==> config.mk <==
export PLATFORM = sky130hd
export DESIGN_NAME = ctm_edge_current
export DESIGN_NICKNAME = d
export VERILOG_FILES = /design/src/ctm_pkg.sv /design/src/ctm_edge_current.sv /design/src/ctm_sync.sv
export SDC_FILE = /design/constraint.sdc
export NUM_CORES = 1
export LEC_CHECK = 0
export ABC_AREA = 0
export BUFFER_PORTS_ARGS = -buffer_cell sky130_fd_sc_hd__buf_2
export CORE_ASPECT_RATIO = 1.5
export CORE_MARGIN = 1.5
export CORE_UTILIZATION = 50
export CTS_CLUSTER_SIZE = 10
export DETAILED_ROUTE_END_ITERATION = 10
export GPL_ROUTABILITY_DRIVEN = 0
export PLACE_DENSITY = 0.81
export SETUP_SLACK_MARGIN = 0.15
export SLEW_MARGIN = 25
export SYNTH_ARGS = -nofsm -noshare
export SYNTH_HDL_FRONTEND = slang
export SYNTH_SLANG_ARGS = --single-unit
==> constraint.sdc <==
create_clock -name pclk -period 2.35 [get_ports pclk]
set_input_delay 0.3525 -clock pclk [delete_from_list [all_inputs] [get_ports pclk]]
set_output_delay 0.3525 -clock pclk [all_outputs]
set_load 0.005 [all_outputs]
==> src/ctm_pkg.sv <==
// shared constants for the edge-2 selector and current source control block
`default_nettype none
package ctm_pkg;
  // apb register byte addresses
  localparam logic [7:0] CTM_ADDR_EDGE_CTRL2 = 8'h00;
  localparam logic [7:0] CTM_ADDR_CURR_CTRL = 8'h04;
  localparam logic [7:0] CTM_ADDR_STATUS = 8'h08;
  localparam int CTM_ADDR_W = 8;
  localparam int CTM_DATA_W = 32;
  localparam int CTM_STRB_W = 4;

  // edge control register 2 layout
  localparam int CTM_SEL_LSB = 2;
  localparam int CTM_SEL_MSB = 5;
  localparam int CTM_SEL_W = 4;
  localparam int CTM_STAT_BIT = 9;

  // current source control register layout
  localparam int CTM_TRIM_LSB = 10;
  localparam int CTM_TRIM_MSB = 15;
  localparam int CTM_TRIM_W = 6;
  localparam int CTM_RNG_LSB = 8;
  localparam int CTM_RNG_MSB = 9;
  localparam int CTM_RNG_W = 2;

  // status register layout
  localparam int CTM_ST_LEVEL_LSB = 0;
  localparam int CTM_ST_ENABLE_BIT = 16;
  localparam int CTM_ST_VALID_BIT = 17;

  // byte lanes that carry each register half
  localparam int CTM_LANE_LO = 0;
  localparam int CTM_LANE_HI = 1;

  // reset values
  localparam logic [CTM_SEL_W-1:0] CTM_SEL_RESET = 4'h0;
  localparam logic [CTM_TRIM_W-1:0] CTM_TRIM_RESET = 6'h00;
  localparam logic [CTM_RNG_W-1:0] CTM_RNG_RESET = 2'h0;

  // edge-2 source codes
  localparam logic [CTM_SEL_W-1:0] CTM_SRC_INSTR_CLK = 4'hf;
  localparam logic [CTM_SEL_W-1:0] CTM_SRC_OSC_PIN = 4'he;
  localparam logic [CTM_SEL_W-1:0] CTM_SRC_FRC = 4'hd;
  localparam logic [CTM_SEL_W-1:0] CTM_SRC_BACKUP_FAST_RC_OSCILLATOR = 4'hc;
  localparam logic [CTM_SEL_W-1:0] CTM_SRC_LOW_POWER_RC_OSCILLATOR = 4'hb;
  localparam logic [CTM_SEL_W-1:0] CTM_SRC_COMPARATOR_UNIT_ONE = 4'h4;
  localparam logic [CTM_SEL_W-1:0] CTM_SRC_PIN_B = 4'h3;
  localparam logic [CTM_SEL_W-1:0] CTM_SRC_PIN_A = 4'h2;
  localparam logic [CTM_SEL_W-1:0] CTM_SRC_OC1 = 4'h1;

  // index of each trigger source in the synchronised source vector
  localparam int CTM_NSRC = 9;
  localparam int CTM_IDX_OC1 = 0;
  localparam int CTM_IDX_PIN_A = 1;
  localparam int CTM_IDX_PIN_B = 2;
  localparam int CTM_IDX_COMPARATOR_UNIT_ONE = 3;
  localparam int CTM_IDX_LOW_POWER_RC_OSCILLATOR = 4;
  localparam int CTM_IDX_BACKUP_FAST_RC_OSCILLATOR = 5;
  localparam int CTM_IDX_FRC = 6;
  localparam int CTM_IDX_OSC_PIN = 7;
  localparam int CTM_IDX_INSTR_CLK = 8;
  localparam int CTM_IDX_W = 4;
  // adc mode level rides on the synchroniser after the sources
  localparam int CTM_IDX_TEN_BIT = 9;
  localparam int CTM_NSYNC = 10;
endpackage
`default_nettype wire

==> src/ctm_edge_current.sv <==
// edge-2 source selector and current source control with apb access
`default_nettype none
// Notes on behaviour
// - codes 1111..1011 pick instruction clock, osc pin, fast, backup, low-power rc
// - 0100..0001 pick comparator, pin b, pin a, output compare; 0101-1010 reserved
// - source select sits in bits 5:2; bits 1:0 read zero
// - trim bits 15:10 positive codes step +2% up to 011111 at +62%
// - trim codes with top bit set step -2% down, two's complement
// - range bits 9:8: 01 base, 10 ten, 11 hundred, 00 thousand times
// - edge-2 status set by selected event; software may also write it
// - current source enabled only while converter is in ten-bit mode
module ctm_edge_current
  import ctm_pkg::*;
(
  // apb clock and reset
  input wire logic pclk,
  input wire logic presetn,
  // apb slave
  input wire logic psel,
  input wire logic penable,
  input wire logic pwrite,
  input wire logic [CTM_ADDR_W-1:0] paddr,
  input wire logic [CTM_DATA_W-1:0] pwdata,
  input wire logic [CTM_STRB_W-1:0] pstrb,
  output logic [CTM_DATA_W-1:0] prdata,
  output logic pready,
  output logic pslverr,
  // edge-2 trigger sources, asynchronous to pclk
  input wire logic instr_clock_in,
  input wire logic oscillator_input_pin,
  input wire logic fast_rc_oscillator,
  input wire logic backup_fast_rc_oscillator,
  input wire logic low_power_rc_oscillator,
  input wire logic comparator_unit_one,
  input wire logic edge_input_pin_b,
  input wire logic edge_input_pin_a,
  input wire logic output_compare_unit_one,
  // converter mode, high while the adc runs in ten-bit mode
  input wire logic adc_ten_bit_mode,
  // edge-2 controls toward the measurement core
  output logic [CTM_SEL_W-1:0] edge2_source_select,
  output logic edge2_event_status,
  // static codes toward the analog current source
  output logic [CTM_TRIM_W-1:0] current_trim_code,
  output logic [CTM_RNG_W-1:0] current_range_select,
  output logic current_source_enable
);

  typedef struct packed {
    logic pready;
    logic pslverr;
    logic [CTM_DATA_W-1:0] prdata;
    logic [CTM_SEL_W-1:0] sel;
    logic status;
    logic [CTM_TRIM_W-1:0] trim;
    logic [CTM_RNG_W-1:0] rng;
    logic enable;
    logic [CTM_NSRC-1:0] prev_level;
  } ctm_state_t;

  ctm_state_t st_reg;
  ctm_state_t st_next;

  // synchronised copies of every asynchronous input
  logic [CTM_NSYNC-1:0] raw_in;
  logic [CTM_NSYNC-1:0] sync_level;
  logic [CTM_NSRC-1:0] src_level;
  logic ten_bit_level;

  // decoded source index and edge detection
  logic [CTM_IDX_W-1:0] src_idx;
  logic src_valid;
  logic [CTM_NSRC-1:0] src_rise;
  logic edge2_event;

  // bus phase decode
  logic access;
  logic complete;
  logic hit_edge;
  logic hit_curr;
  logic hit_status;
  logic mapped;
  logic [CTM_DATA_W-1:0] read_word;

  // gather raw inputs into one vector for the synchroniser
  always_comb begin
    raw_in = '0;
    raw_in[CTM_IDX_OC1] = output_compare_unit_one;
    raw_in[CTM_IDX_PIN_A] = edge_input_pin_a;
    raw_in[CTM_IDX_PIN_B] = edge_input_pin_b;
    raw_in[CTM_IDX_COMPARATOR_UNIT_ONE] = comparator_unit_one;
    raw_in[CTM_IDX_LOW_POWER_RC_OSCILLATOR] = low_power_rc_oscillator;
    raw_in[CTM_IDX_BACKUP_FAST_RC_OSCILLATOR] = backup_fast_rc_oscillator;
    raw_in[CTM_IDX_FRC] = fast_rc_oscillator;
    raw_in[CTM_IDX_OSC_PIN] = oscillator_input_pin;
    raw_in[CTM_IDX_INSTR_CLK] = instr_clock_in;
    raw_in[CTM_IDX_TEN_BIT] = adc_ten_bit_mode;
  end

  // one shared synchroniser keeps all inputs on the same latency
  ctm_sync #(
    .W(CTM_NSYNC)
  ) u_sync (
    .pclk(pclk),
    .presetn(presetn),
    .async_in(raw_in),
    .level_out(sync_level)
  );

  assign src_level = sync_level[CTM_NSRC-1:0];
  assign ten_bit_level = sync_level[CTM_IDX_TEN_BIT];

  // source code to vector index; reserved codes select nothing
  always_comb begin
    src_idx = '0;
    src_valid = 1'b1;
    case (st_reg.sel)
      CTM_SRC_INSTR_CLK: src_idx = CTM_IDX_W'(CTM_IDX_INSTR_CLK);
      CTM_SRC_OSC_PIN: src_idx = CTM_IDX_W'(CTM_IDX_OSC_PIN);
      CTM_SRC_FRC: src_idx = CTM_IDX_W'(CTM_IDX_FRC);
      CTM_SRC_BACKUP_FAST_RC_OSCILLATOR: src_idx = CTM_IDX_W'(CTM_IDX_BACKUP_FAST_RC_OSCILLATOR);
      CTM_SRC_LOW_POWER_RC_OSCILLATOR: src_idx = CTM_IDX_W'(CTM_IDX_LOW_POWER_RC_OSCILLATOR);
      CTM_SRC_COMPARATOR_UNIT_ONE: src_idx = CTM_IDX_W'(CTM_IDX_COMPARATOR_UNIT_ONE);
      CTM_SRC_PIN_B: src_idx = CTM_IDX_W'(CTM_IDX_PIN_B);
      CTM_SRC_PIN_A: src_idx = CTM_IDX_W'(CTM_IDX_PIN_A);
      CTM_SRC_OC1: src_idx = CTM_IDX_W'(CTM_IDX_OC1);
      default: src_valid = 1'b0;
    endcase
  end

  // rising edge on every source, tracked all the time so that
  // switching the selector does not fake an edge
  assign src_rise = src_level & ~st_reg.prev_level;

  assign edge2_event = src_valid & src_rise[src_idx];

  // apb phase and address decode
  assign access = psel & penable;
  assign complete = access & st_reg.pready;
  assign hit_edge = (paddr == CTM_ADDR_EDGE_CTRL2);
  assign hit_curr = (paddr == CTM_ADDR_CURR_CTRL);
  assign hit_status = (paddr == CTM_ADDR_STATUS);
  assign mapped = hit_edge | hit_curr | hit_status;

  // read multiplexer; unlisted bits read zero
  always_comb begin
    read_word = '0;
    if (hit_edge) begin
      // select in 5:2, bits 1:0 stay zero
      read_word[CTM_SEL_MSB:CTM_SEL_LSB] = st_reg.sel;
      read_word[CTM_STAT_BIT] = st_reg.status;
    end else if (hit_curr) begin
      read_word[CTM_TRIM_MSB:CTM_TRIM_LSB] = st_reg.trim;
      read_word[CTM_RNG_MSB:CTM_RNG_LSB] = st_reg.rng;
    end else if (hit_status) begin
      read_word[CTM_ST_LEVEL_LSB +: CTM_NSRC] = src_level;
      read_word[CTM_ST_ENABLE_BIT] = st_reg.enable;
      read_word[CTM_ST_VALID_BIT] = src_valid;
    end
  end

  // next state: bus handshake, register writes, event capture
  always_comb begin
    st_next = st_reg;
    st_next.prev_level = src_level;

    // one wait state: pready rises in the second access cycle,
    // which lets prdata come from a flop like every other output
    if (access && !st_reg.pready) begin
      st_next.pready = 1'b1;
      st_next.pslverr = ~mapped;
      st_next.prdata = pwrite ? '0 : read_word;
    end else begin
      st_next.pready = 1'b0;
      st_next.pslverr = 1'b0;
      st_next.prdata = '0;
    end

    // writes land only at the completing edge, per byte lane
    if (complete && pwrite && hit_edge) begin
      if (pstrb[CTM_LANE_LO]) begin
        st_next.sel = pwdata[CTM_SEL_MSB:CTM_SEL_LSB];
      end
      if (pstrb[CTM_LANE_HI]) begin
        st_next.status = pwdata[CTM_STAT_BIT];
      end
    end

    if (complete && pwrite && hit_curr && pstrb[CTM_LANE_HI]) begin
      // sign bit kept, two's complement steps
      st_next.trim = pwdata[CTM_TRIM_MSB:CTM_TRIM_LSB];
      st_next.rng = pwdata[CTM_RNG_MSB:CTM_RNG_LSB];
    end

    // hardware set beats a software clear
    if (edge2_event) begin
      st_next.status = 1'b1;
    end

    st_next.enable = ten_bit_level;
  end

  // single state register; everything clears on reset
  always_ff @(posedge pclk or negedge presetn) begin
    if (!presetn) begin
      st_reg <= '0;
      st_reg.sel <= CTM_SEL_RESET;
      st_reg.trim <= CTM_TRIM_RESET;
      st_reg.rng <= CTM_RNG_RESET;
    end else begin
      st_reg <= st_next;
    end
  end

  // bus outputs straight from flops
  assign prdata = st_reg.prdata;
  assign pready = st_reg.pready;
  assign pslverr = st_reg.pslverr;

  // edge-2 controls
  assign edge2_source_select = st_reg.sel;
  assign edge2_event_status = st_reg.status;

  // static codes drive the analog source
  assign current_trim_code = st_reg.trim;
  assign current_range_select = st_reg.rng;
  assign current_source_enable = st_reg.enable;

endmodule
`default_nettype wire

==> src/ctm_sync.sv <==
// three-flop input synchroniser with agreement filter
`default_nettype none
module ctm_sync #(
  parameter int W = 1
) (
  // clock and reset
  input wire logic pclk,
  input wire logic presetn,
  // raw inputs from outside the clock domain
  input wire logic [W-1:0] async_in,
  // filtered, synchronised levels
  output logic [W-1:0] level_out
);
  typedef struct packed {
    logic [W-1:0] s1;
    logic [W-1:0] s2;
    logic [W-1:0] s3;
    logic [W-1:0] level;
  } ctm_sync_state_t;

  ctm_sync_state_t st_reg;
  ctm_sync_state_t st_next;

  // s1 only feeds s2; a bit moves once s2 and s3 agree
  always_comb begin
    st_next = st_reg;
    st_next.s1 = async_in;
    st_next.s2 = st_reg.s1;
    st_next.s3 = st_reg.s2;
    st_next.level = (~(st_reg.s2 ^ st_reg.s3) & st_reg.s3)
                  | ((st_reg.s2 ^ st_reg.s3) & st_reg.level);
  end

  always_ff @(posedge pclk or negedge presetn) begin
    if (!presetn) begin
      st_reg <= '0;
    end else begin
      st_reg <= st_next;
    end
  end

  assign level_out = st_reg.level;
endmodule
`default_nettype wire
== Word level (Yosys, flattened, before mapping) ==
Index checks and enable logic that the tools add are counted.

* Flip-flop bits (word level): 97
* Logic and storage cells: 70

* Magnitude comparators: 1
* Equality and inequality tests: 11
* Mux-type cells: 20
* Bitwise logic cells: 13
* Reductions and logical operators: 12

{| class="wikitable"
|+ Operators by type and width
! cell !! number
|-
| $mux W34 || 1
|-
| $pmux W4 S8 || 1
|-
| $and A10 B10 Y10 || 2
|-
| $eq A4 B4 Y1 const B || 5
|-
| $mux W18 || 1
|-
| $mux W8 || 2
|-
| $not A10 Y10 || 1
|-
| $or A10 B10 Y10 || 1
|-
| $xor A10 B10 Y10 || 1
|-
| $and A9 B9 Y9 || 1
|-
| $mux W9 || 1
|-
| $not A9 Y9 || 1
|-
| $reduce_or A9 Y1 || 1
|-
| $eq A4 B2 Y1 const B || 2
|-
| $eq A8 B3 Y1 const B || 1
|-
| $eq A8 B4 Y1 const B || 1
|-
| $logic_not A8 Y1 || 1
|-
| $mux W1 || 7
|-
| $mux W7 || 1
|-
| $mux W2 || 3
|-
| $logic_and A1 B1 Y1 || 5
|-
| $lt A4 B5 Y1 const B || 1
|-
| $bmux W1 S4 || 1
|-
| $eq A4 B1 Y1 const B || 1
|-
| 9 further kinds || 14
|}

== Depth between registers and ports, before layout ==
Gate-level depths: netlist of run 1.

* Word-level depth: 8
* Gate-level depth with buffers: 6
* Gate-level depth less buffers: 5

== Hierarchy ==
Synthesis of run 1 repeated with hierarchy kept, for this count alone.

* Cells, all modules: 248
* Area, all modules: 3325.7 µm²

{| class="wikitable"
|+ By module, submodules not included
! module !! instances !! cells an instance !! area each (µm²) !! sequential area each (µm²)
|-
| ctm_edge_current || 1 || 188 || 2137.0 || 1076.0
|-
| ctm_sync || 1 || 60 || 1188.6 || 1001.0
|}

== Worst setup path before layout of run 1 ==
OpenSTA, ideal clock, no wires.

* Path type: input to register
* From: input port paddr[5]
* To: register st_reg (netlist bit edge2_source_select[0])
* Library setup time: 125 ps
* Arrival time: 1595 ps
* Path slack: 631 ps
* Cell stages on the path: 6
* Buffers on the path: 1
* Cells stage by stage: nor4_2 > nand2_1 > nor3_2 > and3_1 > buf_2 > mux2_2

* Word-level cells in the longest chain between the ends: 3

{| class="wikitable"
|+ Ends and longest elaborated chain
! item !! RTL line !! source
|-
| start, declared || ctm_edge_current.sv:22 || <nowiki>input wire logic [CTM_ADDR_W-1:0] paddr,</nowiki>
|-
| $logic_not A8 Y1 || ctm_edge_current.sv:140 || <nowiki>assign hit_edge = (paddr == CTM_ADDR_EDGE_CTRL2);</nowiki>
|-
| $logic_and A1 B1 Y1 || ctm_edge_current.sv:180 || <nowiki>if (complete && pwrite && hit_edge) begin</nowiki>
|-
| $reduce_and A2 Y1 (no source line) || -- ||
|-
| end signal, assigned || ctm_edge_current.sv:211 || <nowiki>st_reg <= st_next;</nowiki>
|-
| end, declared || ctm_edge_current.sv:61 || <nowiki>ctm_state_t st_reg;</nowiki>
|}

No other way between the ends.
A chain may end at the register's enable or synchronous reset.

== Worst setup path after layout of run 1 ==
* From: register st_reg (netlist bit edge2_source_select[1])
* To: register st_reg (netlist bit edge2_event_status)

* Word-level cells in the longest chain between the ends: 7

{| class="wikitable"
|+ Ends and longest elaborated chain
! item !! RTL line !! source
|-
| $eq A4 B2 Y1, or another cell as far along || ctm_edge_current.sv:117 || <nowiki>case (st_reg.sel)</nowiki>
|-
| $pmux W4 S8 || ctm_edge_current.sv:117 ||
|-
| $bmux W1 S4 || ctm_edge_current.sv:135 || <nowiki>assign edge2_event = src_valid & src_rise[src_idx];</nowiki>
|-
| $mux W1 (not written as such) || ctm_edge_current.sv:135 ||
|-
| $and A1 B1 Y1 (*) || ctm_edge_current.sv:135 ||
|-
| $reduce_bool A2 Y1 (no source line) || -- ||
|-
| $reduce_and A2 Y1 (no source line) || -- ||
|}

Every way passes the cells marked *; elsewhere a longest branch is shown, timed or not. The select of a mux whose other input is x is not followed.

==> results of run 1 <==
==> stage by stage <==
stage / hold WS, ns / instances
5_1_grt: 0.0333 / 376
3_5_place_dp: 0.335 / 360
2_1_floorplan: 0.0569 / 261
6_report: 0.00537 / 376
4_1_cts: 0.0108 / 376
3_3_place_gp: 0.333 / 360
==> layout make-up <==
cell class | count | area [µm²]
sequential | 83 | 2080
clock buffer | 12 | 155
tap | 76 | 95.1
fill | 541 | 2770
inverter | 6 | 22.5
timing repair buffer | 74 | 395
clock inverter | 4 | 48.8
multi-input combinational | 121 | 873
==> cell usage in the layout, fill, tap and decap left out, drive strengths merged <==
cell type	count
nand2b	3
conb	14
clkinv	3
nor2b	3
o221a	1
nor4	5
xnor2	2
and4	1
buf	74
nor3	5
clkbuf	12
and3	1
nor4b	1
nand2	4
maj3	10
nand3b	2
inv	6
a21boi	2
o311a	1
or4	1
a21oi	6
and3b	2
nor2	12
o41ai	1
nand4	1
bufinv	1
o21ai	5
and2	10
mux2i	5
mux2	12
o221ai	1
o21a	1
o211ai	1
o31a	1
a22o	1
nor3b	3
dfrtp	83
a2111oi	2
o22ai	1
==> per-layer routing <==
| layer | vias to the layer above | global-route usage |
|---|---|---|
| met5 | - | 0 |
| met4 | 0 | 0.107 |
| met3 | 9 | 0.0345 |
| met2 | 61 | 0.249 |
| met1 | 903 | 0.169 |
| li1 | 884 | - |
==> cells by family (layout without fill, tap and decap cells) <==
kind of cell	Yosys count	after routing
AOI/OAI and AO/OA	24	24
xor gates and xnor gates	2	2
adders and majority gates	10	10
buffers and inverters	57	96
DFF	83	83
muxes	17	17
other	1	14
and+or+nand+nor	54	54
==> what timing repair did <==
action | 4_1_cts | 5_1_grt
endpoints found under the hold margin | 0 | 0
hold buffers | 0 | 0
resized for setup | 0 | 2
endpoints found under the setup margin | 0 | 1
==> report_power, final <==
part,switching [mW],internal [mW],total [mW]
Combinational,0.0633,0.0544,0.118
Sequential,0.0331,1.49,1.52
Clock,0.462,0.548,1.01
==> worst min path at each step <==
stage	from	to	slack, ns	cells after the start
2_1_floorplan	presetn	asynchronous set/reset pin	0.06	0
3_3_place_gp	u_sync.st_next[29]	u_sync.st_next[19]	0.33	0
3_5_place_dp	u_sync.st_next[22]	u_sync.st_next[12]	0.33	0
4_1_cts	presetn	u_sync.st_reg[11]	0.01	1
5_1_grt	presetn	prdata[16]	0.03	1
6_report	presetn	u_sync.st_next[29]	0.005	1
==> flow_metrics.tcl, run 1 <==
set metrics [dict create \
    cts_made_buffers 9 \
    syn_avg_cell_area_um2 13.3 \
    vias_per_cell 4.94 \
    route.detailed.drc 0 \
    ys_ff_latch 83 \
    drive_gt1_frac 0.373 \
    p_per_area_nw_per_um2 722 \
    maxSlewViolCount 0 \
    ant_nets 0 \
    reg2regPathDepth 5 \
    slowest_delay_ns 0.60 \
    hold_violations 0 \
    syn_inst 248 \
    grt_max_degree 47 \
    fin_util 0.570 \
    fin_crit_ns 2.01 \
    worstPathRequired_ns 2.58 \
    cts_tree "yes" \
    crit_slowest_cell "dfrtp_1" \
    portBuffers 70 \
    ys.flop_type "dfrtp_1" \
    clk_pin_slew_ns 0.08 \
    dr.pass1.iters 6 \
    drtIter0Drc 128 \
    dpl-instance-area_um2 3460 \
    wl_per_cell_um 13.0 \
    postCtsSetupBuffers 0 \
    clockBufferDepth 2 \
    fin_setup_tns_ns 0 \
    clockRootBuffer "clkbuf_8" \
    synth_common_cells "dfrtp_1 (83), buf_4 (44), mux2_2 (12)" \
    arrival_ns 2.23 \
    boundaryPins 107 \
    synth_top_area_frac 0.631 \
    worstMarginPinSlew_ns 0.568 \
    wl_met3_um 238 \
    critPathMaxFanout 15 \
    maxCapViolations 0 \
    yosysUniqueCellTypes 47 \
    grt_pass1_vias 1805 \
    critical_path.top_delay_family "compound AO/OA/AOI/OAI gates" \
    cts_max_level 3 \
    m1WireLength_mm 1.92 \
    routed.top_layer "met4" \
    yosys.area_share.simple 0.103 \
    max_freq_ghz 0.499 \
    synth-compound-area-share 0.0543 \
    yosysMostFrequentCell "dfrtp_1" \
    clk_latency_ns 0.34 \
    final_cell_area_um2 3670 \
    end_kind "flop" \
    synthToLayoutAreaGrowth_pct 11.4 \
    dieArea_um2 7090 \
    via_count 1857 \
    nets 354 \
    wl_mm 4.89 \
    yosysWarnings 0 \
    grt.overflow.total 0 \
    synth-xor-area-share 0.00532 \
    crit_type "reg -> reg" \
    synthAdderAreaFrac 0.0304 \
    synth_top_family_by_area "buffers and inverters" \
    p_total_mw 2.65 \
    cp_cell_sequence "a21boi_0 -> o221a_2 -> a2111oi_0 -> nor4_1 -> o41ai_2" \
    synth_top_cell_by_area "dfrtp_1" \
    r2r_end "edge2_event_status" \
    dr_wl_met2_mm 2.61 \
    leakagePower_nw 1.82 \
    dp_slack_ns 0.323 \
    synth.yosys.seq_area_share 0.631 \
    crit_path_end "edge2_event_status" \
    clock_skew_ns 0.00867 \
    ys_top_cells_by_area "dfrtp_1 (63%), buf_4 (10%), mux2_2 (4.1%), maj3_1 (3.0%), and2_1 (1.9%)" \
    antenna_found_initial 0 \
    hp-class "in -> async" \
    cts_sinks 83 \
    grt_first_pass_wirelength_mm 8.09 \
    initial_core_util 0.511 \
    cp_num_buf_inv 0 \
    antenna_cells 0 \
    cp_num_cells 5 \
    ir_drop_mv 0.439 \
    setup_violations 0 \
    slew_headroom 0.621 \
    grt_usage 0.149 \
    synth_edf_count 0 \
    fp.dieW_um 69.3 \
    die_height_um 102 \
    coreArea_um2 6440 \
    dp_hpwl_mm 3.51 \
    r2r-start "edge2_source_select[1]" \
    startpoint "edge2_source_select[1]" \
    synth_area_um2 3290 \
    crit_path_start_kind "flop" \
    num_rows 36 \
    status "finished, final reports clean" \
    synth-async-reset-ratio 1.00 \
    final.period_utilization 0.853 \
    rsz0062_at_grt "false" \
    synth_mux_area_frac 0.0562 \
    setup_ws_ns 0.344 \
    reg2reg_slack_ns 0.34 \
]
Note: power is estimated with default switching activity, not from simulation.
==> inputs of run 2 (changes only) <==
--- a/config.mk
+++ b/config.mk
@@ -9,11 +9,12 @@
 export BUFFER_PORTS_ARGS = -buffer_cell sky130_fd_sc_hd__buf_2
 export CORE_ASPECT_RATIO = 1.5
 export CORE_MARGIN = 1.5
-export CORE_UTILIZATION = 50
+export CORE_UTILIZATION = 45
 export CTS_CLUSTER_SIZE = 10
 export DETAILED_ROUTE_END_ITERATION = 10
 export GPL_ROUTABILITY_DRIVEN = 0
-export PLACE_DENSITY = 0.81
+export PLACE_DENSITY = 0.77
+export REMOVE_ABC_BUFFERS = 1
 export SETUP_SLACK_MARGIN = 0.15
 export SLEW_MARGIN = 25
 export SYNTH_ARGS = -nofsm -noshare
==> constraint.sdc (replaced) <==
create_clock -name pclk -period 1.6 [get_ports pclk]
set_input_delay 0.24 -clock pclk [delete_from_list [all_inputs] [get_ports pclk]]
set_output_delay 0.24 -clock pclk [all_outputs]
set_load 0.005 [all_outputs]
==> run 2 against run 1 <==
Compared with the run above: the run now ends with negative setup slack left; sequential share of layout area decreased by 7.3 points; clock power increased by 46%; global-route usage increased by 2.1 points; non-clock buffer count increased by 38; combinational power increased by 100%; via count increased by 9.6%; setup slack got worse by 0.47 ns; fmax increased by 16%; hold slack improved by 0.12 ns.
==> flow_metrics.tcl, run 2 (synthesis gave the netlist of run 1 again) <==
set metrics [dict create \
    m1WireLength_mm 2.33 \
    p_total_mw 3.95 \
    final_common_cell "dfrtp_1" \
    critPathMaxFanout 5 \
    nets 392 \
    p_int_mw 3.10 \
    crit_path_start_kind "flop" \
    die_height_um 108 \
    clk_latency_ns 0.34 \
    wl_met3_um 217 \
    ir_drop_mv 0.510 \
    grt_usage 0.170 \
    max_freq_ghz 0.580 \
    fp.dieW_um 72.9 \
    grt_pass1_vias 2083 \
    routed.top_layer "met4" \
    dp_hpwl_mm 4.06 \
    clockRootBuffer "clkbuf_8" \
    drive_gt1_frac 0.469 \
    status "finished, violations left" \
    cts_max_level 3 \
    fillCellCount 551 \
    switching_share 0.214 \
    crit_type "reg -> reg" \
    worstPathRequired_ns 1.84 \
    hold_end "edge2_source_select[1]" \
    grt.overflow.total 0 \
    drtIter0Drc 96 \
    maxCapViolations 0 \
    maxSlewViolCount 0 \
    setup_violations 1 \
    portBuffers 70 \
    num_rows 38 \
    crit_slowest_cell "dfrtp_1" \
    reg2reg_slack_ns -0.13 \
    hp-class "in -> reg" \
    ant_nets 0 \
    synthToLayoutAreaGrowth_pct 28.0 \
    p_per_area_nw_per_um2 937 \
    coreArea_um2 7180 \
    clk_pin_slew_ns 0.08 \
    dr_wl_met2_mm 3.43 \
    vias_per_cell 4.66 \
    reg2regPathDepth 6 \
    clockPowerShare 0.372 \
    via_count 2036 \
    arrival_ns 1.96 \
    seqPwrFrac 0.567 \
    final.period_utilization 1.08 \
    p_switching_mw 0.844 \
    fin_crit_ns 1.73 \
    cts_tree "yes" \
    cts_sinks 83 \
    rsz0062_at_grt "true" \
    holdWs_ns 0.122 \
    antenna_found_initial 0 \
    clockBufferDepth 2 \
    fin_cells 437 \
    grt_max_degree 33 \
    dr.pass1.iters 4 \
    r2r_end "edge2_event_status" \
    cts_made_buffers 9 \
    holdPathStages 2 \
    boundaryPins 107 \
    grt_first_pass_wirelength_mm 9.80 \
    end_kind "flop" \
    final_cell_mix "dfrtp_1 (80), buf_2 (68), buf_4 (26)" \
    holdCritStartpoint "pwdata[3]" \
    fin_util 0.587 \
    setup_ws_ns -0.125 \
    slowest_delay_ns 0.43 \
    hold_violations 0 \
    route.detailed.drc 0 \
    placed_cells 404 \
    r2r-start "edge2_source_select[1]" \
    cp_cell_sequence "buf_6 -> nor3b_2 -> o221ai_2 -> a2111oi_2 -> nor4_2 -> o41ai_2" \
    clock_skew_ns 0.00684 \
    wl_per_cell_um 14.3 \
    combPwrFrac 0.061 \
    leakagePower_nw 2.05 \
    violations "negative setup slack" \
    antenna_cells 0 \
    initial_core_util 0.459 \
    wl_mm 6.24 \
    dieArea_um2 7850 \
]
-- run 2: cell count changes in the layout (fill, tap and decap cells not counted), moves of 8 or more --
cell / previous run / this run
mux2_4: 0 / 8
dlygate4sd3_1: 0 / 11
mux2_2: 12 / 4
buf_4: 4 / 26
-- run 2: power by group through the flow --
stage,registers [mW],logic [mW],clock network [mW]
final,2.24,0.240,1.47
after global routing,2.25,0.268,1.61
after floorplan,2.27,0.0658,0
after global placement,2.27,0.189,0
after CTS,2.24,0.228,1.51
after detailed placement,2.28,0.194,0
-- run 2: timing repair --
item | CTS | global route
pin swaps | 9 | 9
setup endpoints to repair | 17 | 27
buffers inserted | 6 | 1
hold buffers | 11 | 0
resized for setup | 23 | 27
endpoints found under the hold margin | 40 | 0
-- run 2: layer usage --
metal	up-vias	global-route usage
li1	948	-
met1	1009	0.185
met2	60	0.285
met3	19	0.0393
met4	0	0.120
met5	-	0
-- run 2: through the flow --
stage | setup WS [ns] | TNS (ns) | instance area (µm²)
3_3_place_gp | -0.193 | -3.59 | 3660
5_1_grt | -0.206 | -0.316 | 4210
3_5_place_dp | -0.302 | -4.89 | 3660
6_report | -0.125 | -0.125 | 4210
4_1_cts | -0.158 | -0.158 | 4080
2_1_floorplan | -0.155 | -0.155 | 2970
-- run 2: area by class of cell --
type,count,area (µm²),share of cell area
inverters,6,22.5,0.00534
repair buffers,112,751,0.178
multi-input cells,121,1040,0.247
clock inverters,2,35.0,0.00831
flip-flops and latches,83,2080,0.494
well taps,100,125,0.0297
clock buffers,13,159,0.0377
-- run 2: worst max-delay path by stage --
stage                            from                 end  slack (ns)  cells after the start
2_1_floorplan  edge2_source_select[2]  edge2_event_status       -0.16                      5
3_3_place_gp                 paddr[5]           prdata[7]       -0.19                      6
3_5_place_dp   edge2_source_select[0]  edge2_event_status       -0.30                      5
4_1_cts        edge2_source_select[1]  edge2_event_status       -0.16                      6
5_1_grt        edge2_source_select[3]  edge2_event_status       -0.21                      5
6_report       edge2_source_select[1]  edge2_event_status       -0.13                      6
-- run 2: worst max-delay path, delay by kind of cell (launching register included) --
family	cells	cell delay (ns)
AOI/OAI and AO/OA	3	0.78
buffers and inverters	1	0.15
DFF	1	0.43
and+or+nand+nor	2	0.25
==> inputs of run 3 (changes only) <==
--- a/config.mk
+++ b/config.mk
@@ -5,7 +5,7 @@
 export SDC_FILE = /design/constraint.sdc
 export NUM_CORES = 1
 export LEC_CHECK = 0
-export ABC_AREA = 0
+export ABC_AREA = 1
 export BUFFER_PORTS_ARGS = -buffer_cell sky130_fd_sc_hd__buf_2
 export CORE_ASPECT_RATIO = 1.5
 export CORE_MARGIN = 1.5
==> run 3 against run 2 <==
Compared with the run above: the run now ends clean; first-iteration DRC count increased by 26%; fmax increased by 26%; cell count increased by 9.8%.
==> flow_metrics.tcl, run 3 <==
set metrics [dict create \
    grt.overflow.total 0 \
    critPathMaxFanout 5 \
    grt_max_degree 38 \
    crit_type "reg -> reg" \
    arrival_ns 1.61 \
    reg2regPathDepth 10 \
    die_height_um 109 \
    cts_tree "yes" \
    hold_violations 0 \
    synth_common_cells "dfrtp_1 (83), nand2_1 (46), buf_4 (45)" \
    dr.pass1.iters 4 \
    m1WireLength_mm 2.15 \
    maxCapViolations 0 \
    holdPathStages 3 \
    coreArea_um2 7230 \
    placed_cells 450 \
    ir_drop_mv 0.664 \
    cts_made_buffers 9 \
    wl_mm 5.46 \
    grt_usage 0.144 \
    crit_path_start_kind "flop" \
    grt_first_pass_wirelength_mm 8.55 \
    fillCellCount 663 \
    maxSlewViolCount 0 \
    portBuffers 70 \
    worstPathRequired_ns 1.84 \
    dp_slack_ns 0.154 \
    synth.yosys.seq_area_share 0.619 \
    synthToLayoutAreaGrowth_pct 17.9 \
    fin_setup_tns_ns 0 \
    num_rows 38 \
    ys_ff_latch 83 \
    grt_pass1_vias 2024 \
    cts_max_level 3 \
    p_per_area_nw_per_um2 980 \
    max_freq_ghz 0.729 \
    drive_gt1_frac 0.361 \
    drtIter0Drc 121 \
    holdCritStartpoint "pwdata[9]" \
    synth_top_area_frac 0.619 \
    synth_top_cell_by_area "dfrtp_1" \
    r2r_end "edge2_event_status" \
    fp.dieW_um 73.5 \
    clock_skew_ns 0.00766 \
    synth_edf_count 0 \
    setup_ws_ns 0.229 \
    final_cell_mix "dfrtp_1 (80), buf_2 (69), nand2_1 (46)" \
    dieArea_um2 7990 \
    via_count 2147 \
    end_kind "flop" \
    boundaryPins 107 \
    yosysUniqueCellTypes 26 \
    ys_top_cells_by_area "dfrtp_1 (62%), buf_4 (10%), nand2_1 (5.1%), nor2_1 (3.8%), maj3_1 (3.0%)" \
    clk_pin_slew_ns 0.08 \
    cts_sinks 83 \
    clockBufferDepth 2 \
    ys.flop_type "dfrtp_1" \
    final_common_cell "dfrtp_1" \
    nets 434 \
    fin_crit_ns 1.37 \
    route.detailed.drc 0 \
    synth-async-reset-ratio 1.00 \
    leakagePower_nw 2.00 \
    yosysMostFrequentCell "dfrtp_1" \
    r2r-start "edge2_source_select[1]" \
    yosysWarnings 0 \
    initial_core_util 0.464 \
    rsz0062_at_grt "false" \
    synth_area_um2 3350 \
    fin_util 0.547 \
    status "finished, final reports clean" \
    syn_avg_cell_area_um2 10.9 \
    fin_cells 480 \
    ant_nets 0 \
    hp-class "in -> reg" \
    setup_violations 0 \
    hold_end "edge2_event_status" \
    reg2reg_slack_ns 0.23 \
    vias_per_cell 4.47 \
    wl_met3_um 298 \
    clk_latency_ns 0.34 \
    final.period_utilization 0.857 \
    routed.top_layer "met4" \
    dp_hpwl_mm 3.94 \
    startpoint "edge2_source_select[1]" \
    wl_per_cell_um 11.4 \
    syn_inst 308 \
    antenna_cells 0 \
    antenna_found_initial 0 \
    clockRootBuffer "clkbuf_8" \
    dr_wl_met2_mm 2.82 \
]
run 3: how the worst max path moves through the flow:
| stage | endpoint | cells after the start |
|---|---|---|
| finish | edge2_event_status | 10 |
| global route | edge2_event_status | 9 |
| CTS | edge2_event_status | 10 |
| detailed placement | edge2_event_status | 10 |
| global placement | edge2_event_status | 10 |
| floorplan | edge2_event_status | 10 |
run 3: logic make-up (layout without fill, tap and decap cells):
logic type / after synthesis / after routing / synth area share
simple gates: 127 / 127 / 0.191
buf+inv: 72 / 131 / 0.131
other cells: 1 / 14 / 0.00112
flops: 83 / 83 / 0.619
fa+ha+maj: 10 / 10 / 0.0298
compound gates: 14 / 14 / 0.0246
mux: 1 / 1 / 0.00298
run 3: metal layers:
metal	vias to the layer above	global-route usage
li1	1048	-
met1	1007	0.159
met2	77	0.234
met3	15	0.0481
met4	0	0.0899
met5	-	0
run 3: final cells by class:
cell class | count | area (µm²) | area share
clock buffer | 11 | 131 | 0.0332
clock inverter | 5 | 53.8 | 0.0136
inverter | 26 | 100 | 0.0253
multi-input combinational | 166 | 912 | 0.231
sequential | 83 | 2080 | 0.526
tap | 100 | 125 | 0.0316
timing repair buffer | 89 | 552 | 0.140
run 3: what timing repair did:
| item | in CTS | in global routing |
|---|---|---|
| gates cloned | 0 | 0 |
| pin swaps | 0 | 2 |
| setup buffers | 0 | 3 |
| endpoints found under the setup margin | 1 | 1 |
| endpoints found under the hold margin | 43 | 0 |
| hold buffers | 11 | 0 |
| resized for setup | 1 | 12 |
run 3: worst max-delay path, stage by stage (launching register included):
cell and delay [ns]:
dfrtp_2 0.46, buf_6 0.14, nand2_1 0.06, nand2_2 0.09, nand3_2 0.10, nand2_1 0.08
nand3_1 0.07, nand2_1 0.07, nand2_1 0.06, nand3_2 0.09, nand2_1 0.05
run 3: through the flow:
stage / cell area, µm² / hold slack [ns] / power, mW
finish: 3960 / 0.132 / 3.88
global route: 3960 / 0.133 / 4.05
CTS: 3880 / 0.115 / 3.94
detailed placement: 3590 / 0.233 / 2.50
global placement: 3590 / 0.231 / 2.48
floorplan: 3060 / -0.0556 / 2.36
run 3: where the power goes:
group / internal, mW / switching [mW]
Combinational: 0.108 / 0.130
Sequential: 2.19 / 0.0446
Clock: 0.717 / 0.691
Total: 3.01 / 0.865
